===== config.mk =====
export PLATFORM = sky130hd
export DESIGN_NAME = som_burst_addr
export DESIGN_NICKNAME = d
export VERILOG_FILES = /design/src/verilog/som_pkg.sv /design/src/verilog/som_burst_addr.sv
export SDC_FILE = /design/constraint.sdc
export NUM_CORES = 1
export LEC_CHECK = 0
export BUFFER_PORTS_ARGS = -buffer_cell sky130_fd_sc_hd__buf_2
export CORE_UTILIZATION = 45
export DETAILED_ROUTE_END_ITERATION = 10
export HOLD_SLACK_MARGIN = 0.06
export PLACE_DENSITY = 0.68
export SLEW_MARGIN = 20
export SYNTH_ARGS = -nofsm -noshare
export SYNTH_HDL_FRONTEND = slang
export SYNTH_SLANG_ARGS = --single-unit

===== constraint.sdc =====
create_clock -name mclk -period 4.8 [get_ports mclk]
set_input_delay 0 -clock mclk [delete_from_list [all_inputs] [get_ports mclk]]
set_output_delay 0 -clock mclk [all_outputs]
set_load 0.02 [all_outputs]

===== src/verilog/som_pkg.sv =====
package som_pkg;
  // mode field positions on the address pins
  localparam int MODE_LAT_HI = 5;
  localparam int MODE_LAT_LO = 3;
  localparam int MODE_ORDER_BIT = 2;
  localparam int MODE_LEN_HI = 1;
  localparam int MODE_LEN_LO = 0;
  localparam int MODE_RSV_A7 = 7;
  localparam int MODE_RSV_A8 = 8;
  // latency codes
  localparam logic [2:0] LAT_CODE_4 = 3'h3;
  localparam logic [2:0] LAT_CODE_5 = 3'h4;
  localparam logic [2:0] LAT_CODE_6 = 3'h5;
  // burst length codes
  localparam logic [1:0] LEN_CODE_4 = 2'h1;
  localparam logic [1:0] LEN_CODE_8 = 2'h2;
  // power-up mode: latency 5, sequential, length 4
  localparam logic [2:0] RST_LATENCY = LAT_CODE_5;
  localparam logic RST_ORDER = 1'h0;
  localparam logic [1:0] RST_LENGTH = LEN_CODE_4;
  // address widths
  localparam int ADDR_W = 13;
  localparam int COL_W = 9;
  localparam int PROG_W = 22;
  // commands, decoded from cke, cs_n, ras_n, cas_n, mode_load_strobe_n
  typedef enum logic [1:0] {
    SOM_CMD_NOP = 2'h0,
    SOM_CMD_MODE = 2'h1,
    SOM_CMD_ROW = 2'h3,
    SOM_CMD_READ = 2'h2
  } som_cmd_t;
  typedef enum logic [1:0] {
    SOM_IDLE = 2'h0,
    SOM_WAIT = 2'h1,
    SOM_BURST = 2'h3
  } som_state_t;
endpackage

===== src/verilog/som_burst_addr.sv =====
// Functional notes
// - mode load: A5..A3 latency 4/5/6, A2 order, A1..A0 length 4/8
// - mode register takes its default at power-up without any command
// - default mode: latency five, sequential order, length four
// - four-beat burst wraps in aligned group of four, seq or xor
// - eight-beat burst wraps in aligned group of eight, seq or xor
// - x32: row on A0..A12, column on A0..A7, A8..A12 ignored
// - x16: row on A0..A12, column on A0..A8, A9..A12 ignored
// - wrap at column bit one or two; higher column bits fixed
// - x32 location holds even word low half, odd word high half
// - x16: programmer bits 0..8 column, 9..21 row
// - all inputs except rst_n sampled and actions timed on rising clock edge; rst_n resets asynchronously
// - width select sampled with each read, high is 32-bit
`timescale 1ns/1ps
module som_burst_addr #(
  parameter int LAT_MAX = 6
) (
  // clock and reset
  input wire logic mclk,
  input wire logic rst_n,
  // command pins
  input wire logic cke,
  input wire logic cs_n,
  input wire logic ras_n,
  input wire logic cas_n,
  input wire logic mode_load_strobe_n,
  input wire logic word_wide,
  input wire logic [som_pkg::ADDR_W-1:0] addr,
  // mode view
  output logic [2:0] read_latency,
  output logic burst_interleave,
  output logic [1:0] burst_count,
  output logic mode_error,
  // burst address stream
  output logic out_valid,
  input wire logic out_ready,
  output logic [som_pkg::PROG_W-1:0] out_prog_addr,
  output logic [som_pkg::ADDR_W-1:0] out_row,
  output logic [som_pkg::COL_W-1:0] out_col,
  output logic out_wide,
  output logic out_last,
  output logic busy
);
  import som_pkg::*;

  // pin synchronisers; the first stage is read by the second only
  logic [ADDR_W+5:0] pin_s1_q;
  logic [ADDR_W+5:0] pin_s2_q;
  always_ff @(posedge mclk or negedge rst_n) begin
    if (!rst_n) begin
      pin_s1_q <= '0;
      pin_s2_q <= '0;
    end else begin
      pin_s1_q <= {cke, cs_n, ras_n, cas_n, mode_load_strobe_n, word_wide, addr};
      pin_s2_q <= pin_s1_q;
    end
  end

  logic s_cke;
  logic s_cs_n;
  logic s_ras_n;
  logic s_cas_n;
  logic s_mls_n;
  logic s_wide;
  logic [ADDR_W-1:0] s_addr;
  assign {s_cke, s_cs_n, s_ras_n, s_cas_n, s_mls_n, s_wide, s_addr} = pin_s2_q;

  function automatic som_cmd_t decode(input logic ce, input logic cs, input logic row_s, input logic col_s,
                                      input logic ml);
    som_cmd_t c;
    c = SOM_CMD_NOP;
    if (ce && !cs) begin
      if (!row_s && !col_s && !ml) c = SOM_CMD_MODE;
      else if (!row_s && col_s && ml) c = SOM_CMD_ROW;
      else if (row_s && !col_s && ml) c = SOM_CMD_READ;
    end
    return c;
  endfunction

  // beat offset within the wrap group
  function automatic logic [2:0] beat_offset(input logic [2:0] start, input logic [2:0] beat,
                                             input logic ilv, input logic len8);
    logic [2:0] r;
    r = ilv ? (start ^ beat) : 3'(start + beat);
    if (!len8) r[2] = start[2];
    return r;
  endfunction

  som_cmd_t cmd;
  som_state_t state_q;
  logic stall;
  assign cmd = decode(s_cke, s_cs_n, s_ras_n, s_cas_n, s_mls_n);

  // mode register
  logic [2:0] lat_q;
  logic ord_q;
  logic [1:0] len_q;
  logic err_q;
  always_ff @(posedge mclk or negedge rst_n) begin
    if (!rst_n) begin
      lat_q <= RST_LATENCY;
      ord_q <= RST_ORDER;
      len_q <= RST_LENGTH;
    end else if (cmd == SOM_CMD_MODE && state_q == SOM_IDLE) begin
      lat_q <= s_addr[MODE_LAT_HI:MODE_LAT_LO];
      ord_q <= s_addr[MODE_ORDER_BIT];
      len_q <= s_addr[MODE_LEN_HI:MODE_LEN_LO];
    end
  end

  // flag reserved codes or A7/A8 high; sticky until reset
  always_ff @(posedge mclk or negedge rst_n) begin
    if (!rst_n) begin
      err_q <= 1'b0;
    end else if (cmd == SOM_CMD_MODE && state_q == SOM_IDLE) begin
      err_q <= err_q | s_addr[MODE_RSV_A7] | s_addr[MODE_RSV_A8]
             | !(s_addr[MODE_LAT_HI:MODE_LAT_LO] inside {LAT_CODE_4, LAT_CODE_5, LAT_CODE_6})
             | !(s_addr[MODE_LEN_HI:MODE_LEN_LO] inside {LEN_CODE_4, LEN_CODE_8});
    end
  end

  always_ff @(posedge mclk or negedge rst_n) begin
    if (!rst_n) begin
      read_latency <= RST_LATENCY;
      burst_interleave <= RST_ORDER;
      burst_count <= RST_LENGTH;
      mode_error <= 1'b0;
    end else begin
      read_latency <= lat_q;
      burst_interleave <= ord_q;
      burst_count <= len_q;
      mode_error <= err_q;
    end
  end

  // row latch, kept until the next row command
  logic [ADDR_W-1:0] row_q;
  always_ff @(posedge mclk or negedge rst_n) begin
    if (!rst_n) row_q <= '0;
    else if (cmd == SOM_CMD_ROW) row_q <= s_addr;
  end

  // read capture
  logic [COL_W-1:0] col_q;
  logic wide_q;
  logic ilv_q;
  logic len8_q;
  logic [2:0] beat_q;
  logic [2:0] wait_q;
  logic take_read;
  assign take_read = cmd == SOM_CMD_READ && state_q == SOM_IDLE;

  always_ff @(posedge mclk or negedge rst_n) begin
    if (!rst_n) begin
      col_q <= '0;
      wide_q <= 1'b0;
      ilv_q <= RST_ORDER;
      len8_q <= 1'b0;
    end else if (take_read) begin
      col_q <= s_wide ? {1'b0, s_addr[COL_W-2:0]} : s_addr[COL_W-1:0];
      wide_q <= s_wide;
      ilv_q <= ord_q;
      len8_q <= len_q == LEN_CODE_8;
    end
  end

  // sequencer: wait out the latency, then one beat per cycle unless stalled
  always_ff @(posedge mclk or negedge rst_n) begin
    if (!rst_n) begin
      state_q <= SOM_IDLE;
      wait_q <= '0;
    end else begin
      unique case (state_q)
        SOM_IDLE: begin
          if (take_read) begin
            state_q <= SOM_WAIT;
            wait_q <= 3'(lat_q - LAT_CODE_4 + 3'h2);
          end
        end
        SOM_WAIT: begin
          if (wait_q == 3'h0) state_q <= SOM_BURST;
          else wait_q <= wait_q - 3'h1;
        end
        SOM_BURST: begin
          if (!stall && beat_q == (len8_q ? 3'h7 : 3'h3)) state_q <= SOM_IDLE;
        end
        default: state_q <= SOM_IDLE;
      endcase
    end
  end

  // one step per unstalled cycle from zero, cleared outside the burst
  always_ff @(posedge mclk or negedge rst_n) begin
    if (!rst_n) beat_q <= '0;
    else if (state_q != SOM_BURST) beat_q <= '0;
    else if (!stall) beat_q <= beat_q + 3'h1;
  end

  logic [COL_W-1:0] cur_col;
  logic [2:0] off;
  logic [PROG_W-1:0] cur_prog;
  logic cur_last;
  always_comb begin
    off = beat_offset(col_q[2:0], beat_q, ilv_q, len8_q);
    cur_col = {col_q[COL_W-1:3], off};
    cur_last = beat_q == (len8_q ? 3'h7 : 3'h3);
    // programmer word address; x32 points at the even word
    if (wide_q) cur_prog = {row_q, cur_col[COL_W-2:0], 1'b0};
    else cur_prog = {row_q, cur_col};
  end

  // two-entry skid buffer toward the reader
  logic [PROG_W+ADDR_W+COL_W+1:0] buf_q [2];
  logic [1:0] cnt_q;
  logic push;
  logic pop;
  assign stall = cnt_q == 2'h2;
  assign push = state_q == SOM_BURST && !stall;
  assign pop = out_valid && out_ready;
  always_ff @(posedge mclk or negedge rst_n) begin
    if (!rst_n) begin
      cnt_q <= '0;
      buf_q[0] <= '0;
      buf_q[1] <= '0;
    end else begin
      if (pop) buf_q[0] <= buf_q[1];
      if (push) buf_q[(pop ? cnt_q - 2'h1 : cnt_q) == 2'h0 ? 0 : 1] <=
          {cur_prog, row_q, cur_col, wide_q, cur_last};
      cnt_q <= 2'(cnt_q + {1'b0, push} - {1'b0, pop});
    end
  end

  always_ff @(posedge mclk or negedge rst_n) begin
    if (!rst_n) begin
      out_valid <= 1'b0;
      busy <= 1'b0;
    end else begin
      out_valid <= (cnt_q + {1'b0, push} - {1'b0, pop}) != 2'h0;
      busy <= state_q != SOM_IDLE || take_read;
    end
  end
  assign {out_prog_addr, out_row, out_col, out_wide, out_last} = buf_q[0];

  logic [2:0] pr_beat_q;
  always_ff @(posedge mclk or negedge rst_n) begin
    if (!rst_n) pr_beat_q <= '0;
    else pr_beat_q <= beat_q;
  end

  mode_default_a: assert property (@(posedge mclk) $rose(rst_n) |->
    lat_q == LAT_CODE_5 && !ord_q && len_q == LEN_CODE_4)
    else $error("mode default wrong");
  mode_load_a: assert property (@(posedge mclk) disable iff (!rst_n)
    cmd == SOM_CMD_MODE && state_q == SOM_IDLE |=> lat_q == $past(s_addr[MODE_LAT_HI:MODE_LAT_LO])
    && ord_q == $past(s_addr[MODE_ORDER_BIT]) && len_q == $past(s_addr[MODE_LEN_HI:MODE_LEN_LO]))
    else $error("mode load not stored");
  // high column bits fixed between beats
  col_fixed_a: assert property (@(posedge mclk) disable iff (!rst_n)
    push && !cur_last |=> cur_col[COL_W-1:3] == $past(cur_col[COL_W-1:3]))
    else $error("high column moved");
  // four-beat burst keeps bit two and up
  wrap_four_a: assert property (@(posedge mclk) disable iff (!rst_n)
    push && !len8_q && !cur_last |=> cur_col[COL_W-1:2] == $past(cur_col[COL_W-1:2]))
    else $error("four beat wrap broken");
  // sequential eight-beat step wraps mod eight
  seq_step_a: assert property (@(posedge mclk) disable iff (!rst_n)
    push && !ilv_q && len8_q && !cur_last |=> cur_col[2:0] == 3'($past(cur_col[2:0]) + 3'h1))
    else $error("sequential order broken");
  // interleaved offsets follow start xor beat
  ilv_step_a: assert property (@(posedge mclk) disable iff (!rst_n)
    push && ilv_q && !cur_last |=> (cur_col[2:0] ^ $past(cur_col[2:0])) == (beat_q ^ pr_beat_q))
    else $error("interleave order broken");
  beat_step_a: assert property (@(posedge mclk) disable iff (!rst_n)
    state_q == SOM_BURST && !stall && !cur_last |=> beat_q == 3'(pr_beat_q + 3'h1))
    else $error("beat did not step");
  width_take_a: assert property (@(posedge mclk) disable iff (!rst_n)
    take_read |=> wide_q == $past(s_wide))
    else $error("width not sampled");
  // x32 words leave on the even address
  even_word_a: assert property (@(posedge mclk) disable iff (!rst_n)
    out_valid && out_wide |-> !out_prog_addr[0])
    else $error("x32 not even word");
  col_x32_a: assert property (@(posedge mclk) disable iff (!rst_n)
    take_read && s_wide |=> !col_q[COL_W-1])
    else $error("x32 column too wide");

  cov_burst8_c: cover property (@(posedge mclk) disable iff (!rst_n) state_q == SOM_BURST && len8_q && cur_last);
  cov_ilv_c: cover property (@(posedge mclk) disable iff (!rst_n) state_q == SOM_BURST && ilv_q);
  cov_stall_c: cover property (@(posedge mclk) disable iff (!rst_n) stall);
  cov_x32_c: cover property (@(posedge mclk) disable iff (!rst_n) take_read && s_wide);
endmodule


# [Word-level counts from Yosys, hierarchy flattened]
# Cells that the tools add are included.
[word_totals] regBits=181 inputBits=22 output_inout_bits=55 wordCells=114
[classes] addsub=8 n_lt_le_gt_ge=2 eq_ne=19 muxes=25 bitwise_logic=6 n_reduce_logical=31
[op_table] cell="$bwmux W92" count=1
[op_table] cell="$mux W46" count=2
[op_table] cell="$mux W92" count=1
[op_table] cell="$demux W46 S1" count=1
[op_table] cell="$ge A32 B2 Y1 const B" count=1
[op_table] cell="$lt A32 B1 Y1 const B" count=1
[op_table] cell="$not A1 Y32" count=1
[op_table] cell="$mux W3" count=6
[op_table] cell="$mux W9" count=2
[op_table] cell="$mux W2" count=8
[op_table] cell="$logic_and A1 B1 Y1" count=13
[op_table] cell="$eq A2 B2 Y1 const B" count=6
[op_table] cell="$ne A2 B2 Y1 const B" count=5
[op_table] cell="$reduce_bool A2 Y1" count=4
[op_table] cell="$logic_not A1 Y1" count=7
[op_table] cell="$eq A2 B1 Y1 const B" count=3
[op_table] cell="$eq A3 B3 Y1 const B" count=2
[op_table] cell="$pmux W2 S3" count=1
[op_table] cell="$pmux W3 S2" count=1
[op_table] cell="$reduce_and A3 Y1" count=2
[op_table] cell="$logic_not A2 Y1" count=2
[op_table] cell="$or A1 B1 Y1" count=4
[op_table] cell="$add A3 B1 Y3 const B" count=1
[op_table] cell="$add A3 B2 Y3 const B" count=1
[op_table] cell="14 further kinds" count=15

# [Depth between registers and ports, before layout]
[depth] depth_word=11 depth_mapped=9 ltp_nobuf=9

# [Least setup slack after synthesis]
# OpenSTA, ideal clock, no wires.
[synth_path] path_kind="flip-flop to flip-flop" start="register out_valid" end="register out_valid" setup_time_ps=127 arrival_time_ps=1923 required_ps=4673 slack_ps=2749 path_stages_with_launch=10 n_path_buf=1 period_less_slack_ps=2051 path_cell_list="dfrtp_1 -> nand2_1 -> clkinv_1 -> clkbuf_1 -> ha_1 -> inv_1 -> ha_1 -> xnor2_1 -> xnor2_1 -> or2_2"
[synth_between] elab_chain_len=3
[synth_rtl] element="from (decl)" line="som_burst_addr.sv:35" text="output logic out_valid,"
[synth_rtl] element="from (signal assigned)" line="som_burst_addr.sv:235" text="out_valid <= 1'b0;"
[synth_rtl] element="from (signal assigned)" line="som_burst_addr.sv:238" text="out_valid <= (cnt_q + {1'b0, push} - {1'b0, pop}) != 2'h0;"
[synth_rtl] element="$logic_and A1 B1 Y1" line="som_burst_addr.sv:219" text="assign pop = out_valid && out_ready;"
[synth_rtl] element="$sub A2 B1 Y2" line="som_burst_addr.sv:238"
[synth_rtl] element="$reduce_bool A2 Y1" line="som_burst_addr.sv:238"
# No other way between the ends.
# A chain may end at the register's enable or synchronous reset.

# [Worst setup path after layout]
# Same ends and word-level chain as after synthesis.

==> run_results.csv <==
group,metric,value,unit
worst_setup_path,worst_setup_path_start_kind,"flip-flop",
synthesis,syn-cell-area,6763,µm²
floorplanning,core.rowCount,44,
power_and_ir_drop,total_power,4.503,mW
power_and_ir_drop,p_leak,3.810,nW
synthesis,async_reset_ff_share,100.0,%
cells_and_area,final_nets,693,
route,postRouteAntennaNets,0,
synthesis,syn_area_per_cell,11.05,µm²
synthesis,ys_warn_count,0,
worst_setup_path,end_kind,"flip-flop",
min_path,holdCritPathClass,"in -> reg",
timing,hold_viol,0,
clock_tree,h-tree-depth,4,
route,drt_iter0_drc,223,
synthesis,synth_cells,612,
route,remaining_drc_errors,0,
global_route,grt.overflow.total,0,
synthesis,synth_area_leader_cell,"dfrtp_1",
timing,setup_slack,2.424,ns
synthesis,synth_common_cells,"dfrtp_1 (164), nand2_1 (154), a21oi_1 (52), buf_4 (46), mux2_2 (31)",
min_path,holdPathStages,5,
timing,maxSlewHeadroom,38.60,%
cells_and_area,diodes,0,
clock_tree,post-cts-setup-buffer-count,0,
clock_tree,clock-root-buffer,"clkbuf_16",
clock_tree,post_cts_resized,0,
clock_tree,cts_tree,"done",
global_route,grt_pass1_wl,21.71,mm
place,io_buffers,76,
place,gp_congestion,0.7778,
floorplanning,start_util,46.36,%
worst_setup_path,path_class,"reg -> reg",
synthesis,synth_top_area_share,60.68,%
power_and_ir_drop,p_per_area,584.1,nW/µm²
run,maxCapViolCount,0,
timing,finalSetupTns,0,ns
place,pre_cts_ws,2.446,ns
floorplanning,die_x,124.6,µm
floorplanning,ios,77,
cells_and_area,nFillCells,1262,
cells_and_area,syn2layout_area_growth,13.99,%
worst_setup_path,critPathMaxFanout,24,
synthesis,yosys.cell_types.count,41,
worst_setup_path,r2r_cells,9,
global_route,grt_pass1_vias,4327,
worst_setup_path,cp_data_required_time,5.11,ns
timing,drv_slew,0,
timing,hold_ws,0.1956,ns
synthesis,yosysMostFrequentCell,"dfrtp_1",
worst_setup_path,ff2ff_setup_slack,2.42,ns
timing,post-route-min-period,2.376,ns
clock_tree,clock_sinks,168,
worst_setup_path,r2r-start,"out_valid$_DFF_PN0_",
clock_tree,clockBufferDepth,2,
status,status,"complete, no violations",
worst_setup_path,r2r-end,"out_valid$_DFF_PN0_",
global_route,track_usage,17.85,%
global_route,grt_max_degree,105,
timing,max_freq,420.9,MHz
min_path,holdPathEnd,"out_last$_DFF_PN0_",
floorplanning,core,14590,µm²
clock_tree,insertion_delay,0.42,ns
cells_and_area,final_core_util,52.84,%
route,wire_per_inst,14.90,µm
clock_tree,path_clk_slew,0.07,ns
route,drt-pass1-iter-count,7,
route,vias,4328,
global_route,antenna_found_initial,0,
synthesis,syn-num-nets,644,
floorplanning,dieArea,15520,µm²
power_and_ir_drop,peakVddDrop,0.3251,mV
worst_setup_path,worstPathArrival,2.68,ns
synthesis,synthTopCellsByArea,"dfrtp_1 (61%), nand2_1 (8.5%), mux2_2 (5.2%), buf_4 (5.1%), a21oi_1 (3.8%)",
min_path,worstHoldStart,"out_ready",
timing,min_period_over_period,49.49,%
cells_and_area,drive_gt1_share,23.15,%
synthesis,yosysSeqAreaShare,62.24,%
floorplanning,die-height,124.6,µm
synthesis,ys.flop_type,"dfrtp_1",
route,postRouteWirelength,12.79,mm
synthesis,synth_edf_count,0,
timing,skew,0.009321,ns
place,dpl.hpwl,8.453,mm
timing,tightestPinTransition,0.9210,ns
timing,grt_setup_unrepaired,"false",
route,viasPerCell,5.044,
synthesis,ys_seq_elements,168,
timing,setup_viol,0,
clock_tree,cts_buffers,17,
[kinds of logic (layout without fill, tap and decap cells)]
family,count (synthesis),in the layout,share of synthesized area [%]
and+or+nand+nor,215,215,13.43
DFF,168,168,62.24
AOI/OAI and AO/OA,88,88,7.327
buffers and inverters,82,144,7.364
muxes,41,41,6.642
adders and majority gates,10,10,1.961
xor gates and xnor gates,8,8,1.036
[timing repair]
action,CTS,global route
hold endpoints to repair,118,0
setup endpoints to repair,0,0
hold buffers,20,0
[placed cells by master, fill, tap and decap left out, types with 2 or more instances in the layout]
cell type        n
nand2_1        154
buf_4            5
a21oi_1         52
dlygate4sd3_1   20
inv_6            3
inv_1           10
xor2_1           2
nor2b_1          2
clkbuf_16       17
nor3_1           2
a211oi_1         3
nand2b_1         2
dfstp_2          4
clkinvlp_4       6
buf_2           75
dfrtp_1        164
clkinv_4         2
mux2_2          31
a31oi_1         10
xnor2_1          6
ha_1             9
and3_1          12
o21ai_0         15
mux2i_1         10
clkinv_2         2
nand3_1          4
nor2_1          29
[power by group]
part / internal, mW / switching [mW]
Clock: 0.678 / 0.556
Combinational: 0.466 / 0.691
Sequential: 1.82 / 0.294
[how the worst max path moves through the flow]
stage	start	endpoint	slack, ns	depth (start not counted)
after global routing	out_valid$_DFF_PN0_	out_valid$_DFF_PN0_	2.30	9
after floorplan	out_valid$_DFF_PN0_	out_valid$_DFF_PN0_	2.75	9
final	out_valid$_DFF_PN0_	out_valid$_DFF_PN0_	2.42	9
after global placement	cnt_q[0]$_DFF_PN0_	flip-flop	2.36	6
after CTS	cnt_q[0]$_DFF_PN0_	flip-flop	2.42	6
after detailed placement	cnt_q[0]$_DFF_PN0_	flip-flop	2.45	6
[worst max-delay path, stage by stage (launching register included)]
cell	delay, ns
dfrtp_1	0.41
nand2_1	0.10
clkinv_1	0.30
buf_4	0.35
ha_1	0.30
inv_1	0.04
ha_1	0.18
xnor2_1	0.19
xnor2_1	0.12
or2_2	0.27
[layer usage]
layer | vias to the layer above | GRT usage (%) | share of wire (%)
met1 | 2119 | 24.56 | 46
li1 | 2081 | - | -
met4 | 0 | 7.016 | 1.3
met2 | 115 | 27.49 | 48
met5 | - | 0 | 0
met3 | 13 | 4.038 | 5.0
[metrics by stage]
| step | instance area, µm² | instances |
|---|---|---|
| 3_3_place_gp | 6965 | 806 |
| 5_1_grt | 7709 | 858 |
| 6_report | 7709 | 858 |
| 4_1_cts | 7709 | 858 |
| 3_5_place_dp | 6967 | 806 |
| 2_1_floorplan | 6763 | 612 |
[area by class of cell]
type | count | area [µm²] | area share (%)
sequential | 168 | 4209 | 54.60
tap | 184 | 230.2 | 2.987
clock buffer | 19 | 442.9 | 5.746
clock inverter | 13 | 98.84 | 1.282
multi-input combinational | 362 | 2062 | 26.75
inverter | 11 | 41.29 | 0.5356
timing repair buffer | 101 | 624.3 | 8.099
(Power assumes the default switching activity.)
